==> src/ars_pkg.sv <==
package ars_pkg;
    localparam int ADDR_W = 12;
    localparam int DATA_W = 16;

    // Program addresses of the addressable registers
    localparam logic [11:0] ADDR_ACC = 12'h000;
    localparam logic [11:0] ADDR_LOWPROD = 12'h001;
    localparam logic [11:0] ADDR_LINK = 12'h002;
    localparam logic [11:0] ADDR_PC = 12'h005;
    // Highest address of the low-address window (octal 0007)
    localparam logic [11:0] LOW_ADDR_TOP = 12'h007;
    localparam int LOW_ADDR_BITS = 3;

    localparam logic [15:0] REG_RST = 16'h0000;

    // Shift-accumulate field positions
    localparam int ACC_SHIFT_OFS = 2;
    localparam int ACC_SHIFT_TOP = 13;
    localparam int SIGN_BIT = 15;
    localparam int LP_BUF_OFS = 3;
    localparam int LP_BUF_TOP = 11;
    localparam int LP_BUS_LO = 12;
    localparam int LP_BUS_HI = 13;
    localparam int LP_BUF_SIGN = 0;

    // Timer figures
    localparam int CLK_PERIOD_NS = 100;
    localparam int CTRL_PULSE_NS = 750;
    localparam int WRITE_STROBE_NS = 500;
    localparam int CLEAR_PULSE_NS = 250;
    localparam int CLEAR_PULSE_CYC = (CLEAR_PULSE_NS / CLK_PERIOD_NS < 1) ? 1 :
        CLEAR_PULSE_NS / CLK_PERIOD_NS;

    typedef struct packed {
        logic acc;
        logic lowprod;
        logic link;
        logic pc;
    } ars_sel_t;

    typedef struct packed {
        logic [15:0] acc;
        logic [15:0] lowprod;
        logic [15:0] link;
        logic [15:0] pc;
    } ars_regs_t;

    typedef struct packed {
        logic shift_accumulate_pulse;
        logic multiply_sub_one;
        logic multiply_sub_three;
    } ars_mul_t;
endpackage : ars_pkg

==> src/ars_register_service.sv <==
// Contract
// - Addresses 0,1,2,5 select the four registers
// - Addressed service adds to normal pulse service
// - Addressed strobes gated by write/read time
// - Strobes reach all; only selected register acts
// - Low-address detect for addresses 0000 to 0007
// - Low-address detect suppresses erasable memory timing
// - Addresses above 0007 get no addressed service
// - Accumulator holds; loads on write pulse
// - Accumulator loads on address zero write
// - Accumulator write strobe makes a clear pulse only at clear time
// - Multiply shift pulse makes special accumulator strobe
// - Accumulator shift bits from lines plus two
// - Low-product shift bits from buffer and lines
// - Low-product holds product, remainder, double adds
// - Low-product bits 12,13 use accumulator strobe
// - Clear pulse only inside a write strobe
// - Reading never alters register contents
// - All read sources ORed onto write lines
module ars_register_service (
    input wire logic clk_i,
    input wire logic rst_n_i,
    input wire logic write_time_i,
    input wire logic read_time_i,
    input wire logic clear_time_i,
    input wire logic addr_write_pulse_i,
    input wire logic addr_read_pulse_i,
    input wire logic [11:0] address_i,
    input wire ars_pkg::ars_sel_t write_pulse_i,
    input wire ars_pkg::ars_sel_t read_pulse_i,
    input wire ars_pkg::ars_mul_t mul_i,
    input wire logic [15:0] buffer_i,
    input wire logic [15:0] other_sources_i,
    output logic [15:0] write_lines_o,
    output logic low_address_detect_o,
    output logic erasable_inhibit_o,
    output ars_pkg::ars_sel_t write_strobe_o,
    output ars_pkg::ars_sel_t clear_pulse_o,
    output ars_pkg::ars_sel_t read_strobe_o,
    output logic acc_shift_write_strobe_o,
    output logic lowprod_shift_write_strobe_o,
    output ars_pkg::ars_regs_t regs_o
);

    function automatic logic addr_hit(input logic [11:0] addr, input logic [11:0] code,
                                      input logic detect);
        addr_hit = detect && (addr == code);
    endfunction : addr_hit

    ars_pkg::ars_regs_t regs_reg;
    ars_pkg::ars_regs_t regs_next;
    ars_pkg::ars_sel_t addr_sel;
    ars_pkg::ars_sel_t addr_wr;
    ars_pkg::ars_sel_t addr_rd;
    ars_pkg::ars_sel_t wr_strobe;
    ars_pkg::ars_sel_t rd_strobe;
    logic addr_write_strobe;
    logic addr_read_strobe;
    logic low_address_detect;
    logic address_zero_decode;
    logic shift_write_strobe;
    logic [15:0] read_or;
    logic [15:0] bus_w;
    logic [15:0] acc_shift_val;
    logic [15:0] lp_shift_val;

    assign addr_write_strobe = addr_write_pulse_i & write_time_i;
    assign addr_read_strobe = addr_read_pulse_i & read_time_i;

    assign low_address_detect = (address_i[11:ars_pkg::LOW_ADDR_BITS] ==
        ars_pkg::LOW_ADDR_TOP[11:ars_pkg::LOW_ADDR_BITS]);
    assign low_address_detect_o = low_address_detect;
    assign erasable_inhibit_o = low_address_detect;

    assign address_zero_decode = addr_hit(address_i, ars_pkg::ADDR_ACC, low_address_detect);
    assign addr_sel.acc = address_zero_decode;
    assign addr_sel.lowprod = addr_hit(address_i, ars_pkg::ADDR_LOWPROD, low_address_detect);
    assign addr_sel.link = addr_hit(address_i, ars_pkg::ADDR_LINK, low_address_detect);
    assign addr_sel.pc = addr_hit(address_i, ars_pkg::ADDR_PC, low_address_detect);

    assign addr_wr = addr_sel & {4{addr_write_strobe}};
    assign addr_rd = addr_sel & {4{addr_read_strobe}};

    assign wr_strobe = (write_pulse_i & {4{write_time_i}}) | addr_wr;
    assign rd_strobe = (read_pulse_i & {4{read_time_i}}) | addr_rd;
    assign write_strobe_o = wr_strobe;
    assign read_strobe_o = rd_strobe;

    assign clear_pulse_o = wr_strobe & {4{clear_time_i}};

    assign shift_write_strobe = mul_i.shift_accumulate_pulse & write_time_i &
        (mul_i.multiply_sub_one | mul_i.multiply_sub_three);
    assign acc_shift_write_strobe_o = shift_write_strobe;
    assign lowprod_shift_write_strobe_o = shift_write_strobe;

    assign read_or = ({16{rd_strobe.acc}} & regs_reg.acc) |
        ({16{rd_strobe.lowprod}} & regs_reg.lowprod) |
        ({16{rd_strobe.link}} & regs_reg.link) |
        ({16{rd_strobe.pc}} & regs_reg.pc);
    assign bus_w = read_or | other_sources_i;
    assign write_lines_o = bus_w;

    assign acc_shift_val = {buffer_i[ars_pkg::SIGN_BIT], buffer_i[ars_pkg::SIGN_BIT],
        bus_w[15:ars_pkg::ACC_SHIFT_OFS]};

    assign lp_shift_val = {buffer_i[ars_pkg::LP_BUF_SIGN], buffer_i[ars_pkg::LP_BUF_SIGN],
        bus_w[1:0], buffer_i[14:ars_pkg::LP_BUF_OFS]};

    // A plain write wins over a shift write in the same cycle
    // Registers change only on writes
    always_comb begin
        regs_next = regs_reg;
        if (wr_strobe.acc) begin
            regs_next.acc = bus_w;
        end else if (shift_write_strobe) begin
            regs_next.acc = acc_shift_val;
        end
        if (wr_strobe.lowprod) begin
            regs_next.lowprod = bus_w;
        end else if (shift_write_strobe) begin
            regs_next.lowprod = lp_shift_val;
        end
        if (wr_strobe.link) begin
            regs_next.link = bus_w;
        end
        if (wr_strobe.pc) begin
            regs_next.pc = bus_w;
        end
    end

    // Clear and reload merge into one edge
    always_ff @(posedge clk_i or negedge rst_n_i) begin
        if (!rst_n_i) begin
            regs_reg <= {4{ars_pkg::REG_RST}};
        end else begin
            regs_reg <= regs_next;
        end
    end

    assign regs_o = regs_reg;
endmodule : ars_register_service

==> config.mk <==
export PLATFORM = sky130hd
export DESIGN_NAME = ars_register_service
export DESIGN_NICKNAME = d
export VERILOG_FILES = /design/src/ars_pkg.sv /design/src/ars_register_service.sv
export SDC_FILE = /design/constraint.sdc
export NUM_CORES = 1
export LEC_CHECK = 0
export BUFFER_PORTS_ARGS = -buffer_cell sky130_fd_sc_hd__buf_2
export CAP_MARGIN = 40
export CORE_ASPECT_RATIO = 1.4
export CORE_MARGIN = 1.5
export CORE_UTILIZATION = 30
export CTS_CLUSTER_DIAMETER = 100
export DETAILED_ROUTE_END_ITERATION = 8
export GPL_ROUTABILITY_DRIVEN = 0
export MAX_ROUTING_LAYER = met4
export RECOVER_POWER = 50
export REMOVE_ABC_BUFFERS = 1
export SLEW_MARGIN = 20
export SYNTH_ARGS = -nofsm -noshare
export SYNTH_HDL_FRONTEND = slang
export SYNTH_SLANG_ARGS = --single-unit
==> constraint.sdc <==
create_clock -name clk_i -period 2.85 [get_ports clk_i]
set_input_delay 0.7125 -clock clk_i [delete_from_list [all_inputs] [get_ports clk_i]]
set_output_delay 0.7125 -clock clk_i [all_outputs]
set_load 0.01 [all_outputs]
# Word level (Yosys, flattened, before mapping)
# Index checks and enable logic that the tools add are counted.
dict set report op_classes {
  eq_ne 3
  n_mux 4
  bitwise 20
  n_reduce_logical 8
}
# operator n
set ops {}
lappend ops {{AND 16 bit} 4}
lappend ops {{two-way mux 16 bit} 4}
lappend ops {{OR 16 bit} 4}
lappend ops {{AND 4 bit} 5}
lappend ops {{== test 12 x 1 -> 1 bit (second input constant)} 1}
lappend ops {{== test 12 x 2 -> 1 bit (second input constant)} 1}
lappend ops {{== test 12 x 3 -> 1 bit (second input constant)} 1}
lappend ops {{logical NOT 12 bit} 1}
lappend ops {{logical NOT 9 bit} 1}
lappend ops {{OR 4 bit} 2}
lappend ops {{AND 1 bit} 4}
lappend ops {{logical AND 1 bit} 4}
lappend ops {{nonzero test 2 bit} 2}
lappend ops {{OR 1 bit} 1}
dict set report word_totals {
  register_bits 64
  in_bits 62
  elab_cells 39
}

# Logic depth before layout (Yosys ltp)
dict set report depth {
  word_depth 11
  depth_mapped 7
  depth_no_buf 6
}

# Worst setup path before layout
# No wires, ideal clock.
dict set report synth_path {
  path_kind {input -> output}
  from {input address_i[5]}
  to {output write_lines_o[15]}
  t_arrival_ns 2.271
  slack_ns -0.134
  path_stages 6
  cell_sequence {or4_4 nor4b_4 buf_6 a211oi_1 o211a_1 inv_1}
}
dict set report synth_via {
  elab_chain_len 9
  word_cells_on_any_way 19
  classes_between {eq/ne: 3; bitwise: 10; reduce/logical: 6}
}
# item line_no
set synth_rtl {}
lappend synth_rtl {{start: declaration} ars_register_service.sv:28} ;# input wire logic [11:0] address_i,
lappend synth_rtl {{== test 12 x 1 -> 1 bit, or another cell as far along} ars_register_service.sv:47} ;# addr_hit = detect && (addr == code);
lappend synth_rtl {{logical AND 1 bit} ars_register_service.sv:47}
lappend synth_rtl {{AND 4 bit (*)} ars_register_service.sv:82} ;# assign addr_rd = addr_sel & {4{addr_read_strobe}};
lappend synth_rtl {{OR 4 bit (*)} ars_register_service.sv:85} ;# assign rd_strobe = (read_pulse_i & {4{read_time_i}}) | addr_rd;
lappend synth_rtl {{AND 16 bit, on equally long branches} {ars_register_service.sv:97, ars_register_service.sv:96}}
lappend synth_rtl {{OR 16 bit} ars_register_service.sv:96} ;# assign read_or = ({16{rd_strobe.acc}} & regs_reg.acc) |
lappend synth_rtl {{OR 16 bit} ars_register_service.sv:97} ;# ({16{rd_strobe.lowprod}} & regs_reg.lowprod) |
lappend synth_rtl {{OR 16 bit (*)} ars_register_service.sv:98} ;# ({16{rd_strobe.link}} & regs_reg.link) |
lappend synth_rtl {{OR 16 bit (*)} ars_register_service.sv:100} ;# assign bus_w = read_or | other_sources_i;
lappend synth_rtl {{end: declaration} ars_register_service.sv:34} ;# output logic [15:0] write_lines_o,
# Mark *: on every way between the ends. The rest lies on a longest branch, timed or not.

# Final worst setup path
dict set report layout_path {
  from {input address_i[5]}
  to {output write_lines_o[9]}
}
# Same word-level chain as after synthesis.

==> flow_summary.toml <==
[power]
intPower_uw = 1990
clkPwrFrac_pct = 34.0
power_frac_comb_pct = 26.0
power_frac_seq_pct = 40.0
p_per_area_nw_per_um2 = 567
power_leakage_uw = 0.00242
ir_drop_uv = 294
p_switching_uw = 1010
swShare_pct = 33.7
finalPower_uw = 2990

[worst_setup_path]
crit_fanout = 4
max_stage_delay_ps = 600
crit_required_ps = 2140
ff2ff_setup_slack_ps = 1230
endpoint_kind = "output port"
cpMostUsedCell = "buf_4"
worstSetupPathType = "primary input to output port"
cp.arrival_ps = 2420
critPathSlowestCell = "or4_4"
reg2reg_from = "regs_o[51]"
reg2reg_depth = 6
rr_endpoint = "regs_o[49]"
start_kind = "primary input"
path_cells = "buf_6 > or4_4 > nor4b_4 > buf_4 > buf_4 > a211oi_1 > o211a_2 > inv_1 > buf_2"

[drt]
drtIter0Drc = 234
wl_per_cell_um = 20.5
routed-via-count = 4182
routed_wl_mm = 15.4
routed_via_density = 5.55
drtPass1Iterations = 5
ant_nets = 0
drc = 0

[hold_path]
hold_path_depth = 2
hold_path_class = "register to register"
holdCritStartpoint = "regs_o[39]"
whs_endpoint = "regs_o[39]"

[timing]
rsz0062_at_grt = "true"
drv_slew = 31
skew_ps = 4.76
hold_viol = 0
setup_viol_count_final = 17
setup_slack_ps = -285
period_share_pct = 110
max_freq_mhz = 319
worst_pin_slew_ps = 1680
holdWs_ps = 561
max_slew_margin_pct = -12.2
fin_crit_ps = 3130

[global_routing]
globalRouteOverflowTotal = 0
grt_pass1_wl_mm = 23.6
grt_use_total_pct = 23.8
grt_pass1_vias = 4245
grt_max_degree = 36
antenna_found_initial = 0

[clocking]
path_clk_slew_ps = 50
clock_path_buffers = 2
cts_max_level = 3
clk-insertion-delay-late_ps = 330
numCtsBuffers = 9
hold_buffers = 0
cts_tree = "built"
cts_root_buf = "clkbuf_16"
cts_sinks = 64

[run_status]
status = "complete, but fails checks"
violations = "capacitance limit, slew limit, setup timing"

[yosys]
syn_inst = 411
yosys_most_used_dff = "dfrtp_1"
synth_area_um2 = 3750
synth.largest_area_cell = "dfrtp_1"
synthArstFlopShare_pct = 100
synth_cell_type_count = 43
ys_top_cells_by_area = "dfrtp_1, a22oi_1, nor2_1"
ys_warn_count = 0
synth_edf_count = 0
ys_seq_elements = 64
yosysTopAreaCellShare_pct = 42.7
synth.yosys.seq_area_share_pct = 42.7
syn_avg_cell_area_um2 = 9.12

[floorplan]
die_h_um = 135
ios = 158
die_x_um = 97.5
die_area_um2 = 13200
rows = 48
core-area_um2 = 12300
start_util_pct = 30.6

[place]
post-place-ws_ps = -288
portBuffers = 155
place_hpwl_mm = 10.9

[layout]
final_util_pct = 43.1
largest_register_ffs = 64
n_antenna_cell = 0
fin_nets = 661
area_growth_syn_to_layout_pct = 40.9
fillers = 1248
drive_gt1_share_pct = 34.8

[job]
drv_cap = 1
==> power by group through the flow <==
| stage | clock network, µW | logic, µW | registers (µW) |
|---|---|---|---|
| 6_report | 1020 | 779 | 1200 |
| 5_1_grt | 1080 | 856 | 1220 |
| 4_1_cts | 1040 | 804 | 1190 |
| 3_5_place_dp | 0 | 792 | 1200 |
| 3_3_place_gp | 0 | 770 | 1200 |
| 2_1_floorplan | 0 | 319 | 1240 |
==> worst max-delay path: cells and delay by family <==
family | cells | cell delay [ps]
compound gates | 2 | 220
buf+inv | 5 | 610
simple gates | 2 | 880
==> synthesized netlist by cell type, types with 2 or more instances <==
master / instances
dfrtp_1: 64
nor2_1: 51
nand2_1: 48
a21oi_1: 32
a22oi_1: 32
inv_1: 24
clkbuf_1: 19
a211oi_1: 17
a21boi_0: 16
mux2i_1: 16
o211ai_1: 14
o211a_1: 8
o211a_2: 8
a221oi_1: 6
a221oi_2: 4
nand2b_1: 4
nor3_1: 4
o221ai_1: 4
buf_2: 3
o21a_1: 3
a222oi_1: 2
a31oi_1: 2
a41oi_1: 2
buf_1: 2
buf_4: 2
buf_6: 2
nor2b_1: 2
nor4_1: 2
nor4b_1: 2
nor4b_4: 2
or4_4: 2
==> worst max-delay path by stage <==
stage | from | endpoint | slack (ps) | cells after the start
after floorplan | address_i[9] | write_strobe_o[0] | -380 | 3
after CTS | address_i[5] | write_lines_o[3] | -280 | 8
after detailed placement | address_i[5] | write_lines_o[3] | -290 | 8
after global placement | address_i[5] | write_lines_o[12] | -300 | 8
final | address_i[5] | write_lines_o[9] | -280 | 9
after global routing | address_i[5] | write_lines_o[13] | -350 | 9
==> layout by cell type (no fill, tap or decap), types with 4 or more instances in the layout <==
cell type  netlist  routed
buf_2            3     109
dfrtp_1         64      64
nor2_1          51      49
nand2_1         48      47
buf_4            2      46
clkbuf_1        19      41
a22oi_1         32      32
a21oi_1         32      32
inv_1           24      21
mux2i_1         16      16
a21boi_0        16      16
a211oi_1        17      15
o211ai_1        14      14
clkbuf_16        0       9
o211a_1          8       8
o211a_2          8       8
buf_6            2       7
a221oi_1         6       6
nand2b_1         4       4
o221ai_1         4       4
a221oi_2         4       4
==> metal layers <==
layer  share of wire (%)  global-route usage (%)
met2                  49                    39.2
met5                   0                       -
met3                 7.6                    4.54
met4                 2.3                    10.2
met1                  41                    28.7
==> what timing repair did <==
action / in CTS / in global routing
setup endpoints to repair: 19 / 20
pin swaps: 0 / 2
setup buffers: 0 / 2
cloned: 0 / 1
gates resized for setup: 11 / 9
==> stage by stage <==
| step | std cells | TNS, ps | instance area (µm²) |
|---|---|---|---|
| after detailed placement | 735 | -4410 | 4970 |
| after floorplan | 383 | -4360 | 3620 |
| final | 754 | -4250 | 5280 |
| after global routing | 754 | -7800 | 5280 |
| after CTS | 751 | -4140 | 5300 |
| after global placement | 733 | -4460 | 4960 |
==> cell type report <==
type	count	area [µm²]	share of cell area (%)
flip-flops and latches	64	1600	30.3
clock buffers	11	243	4.59
repair buffers	205	1160	22.0
multi-input cells	295	1970	37.3
clock inverters	5	32.5	0.616
inverters	24	90.1	1.71
well taps	150	188	3.55
==> logic make-up after synthesis <==
group | Yosys count | synth area share, %
AOI/OAI and AO/OA | 155 | 31.3
buffers and inverters | 52 | 5.91
DFF | 64 | 42.7
muxes | 16 | 4.27
and+or+nand+nor | 124 | 15.8
No activity file was read; power rests on OpenSTA's default activity.
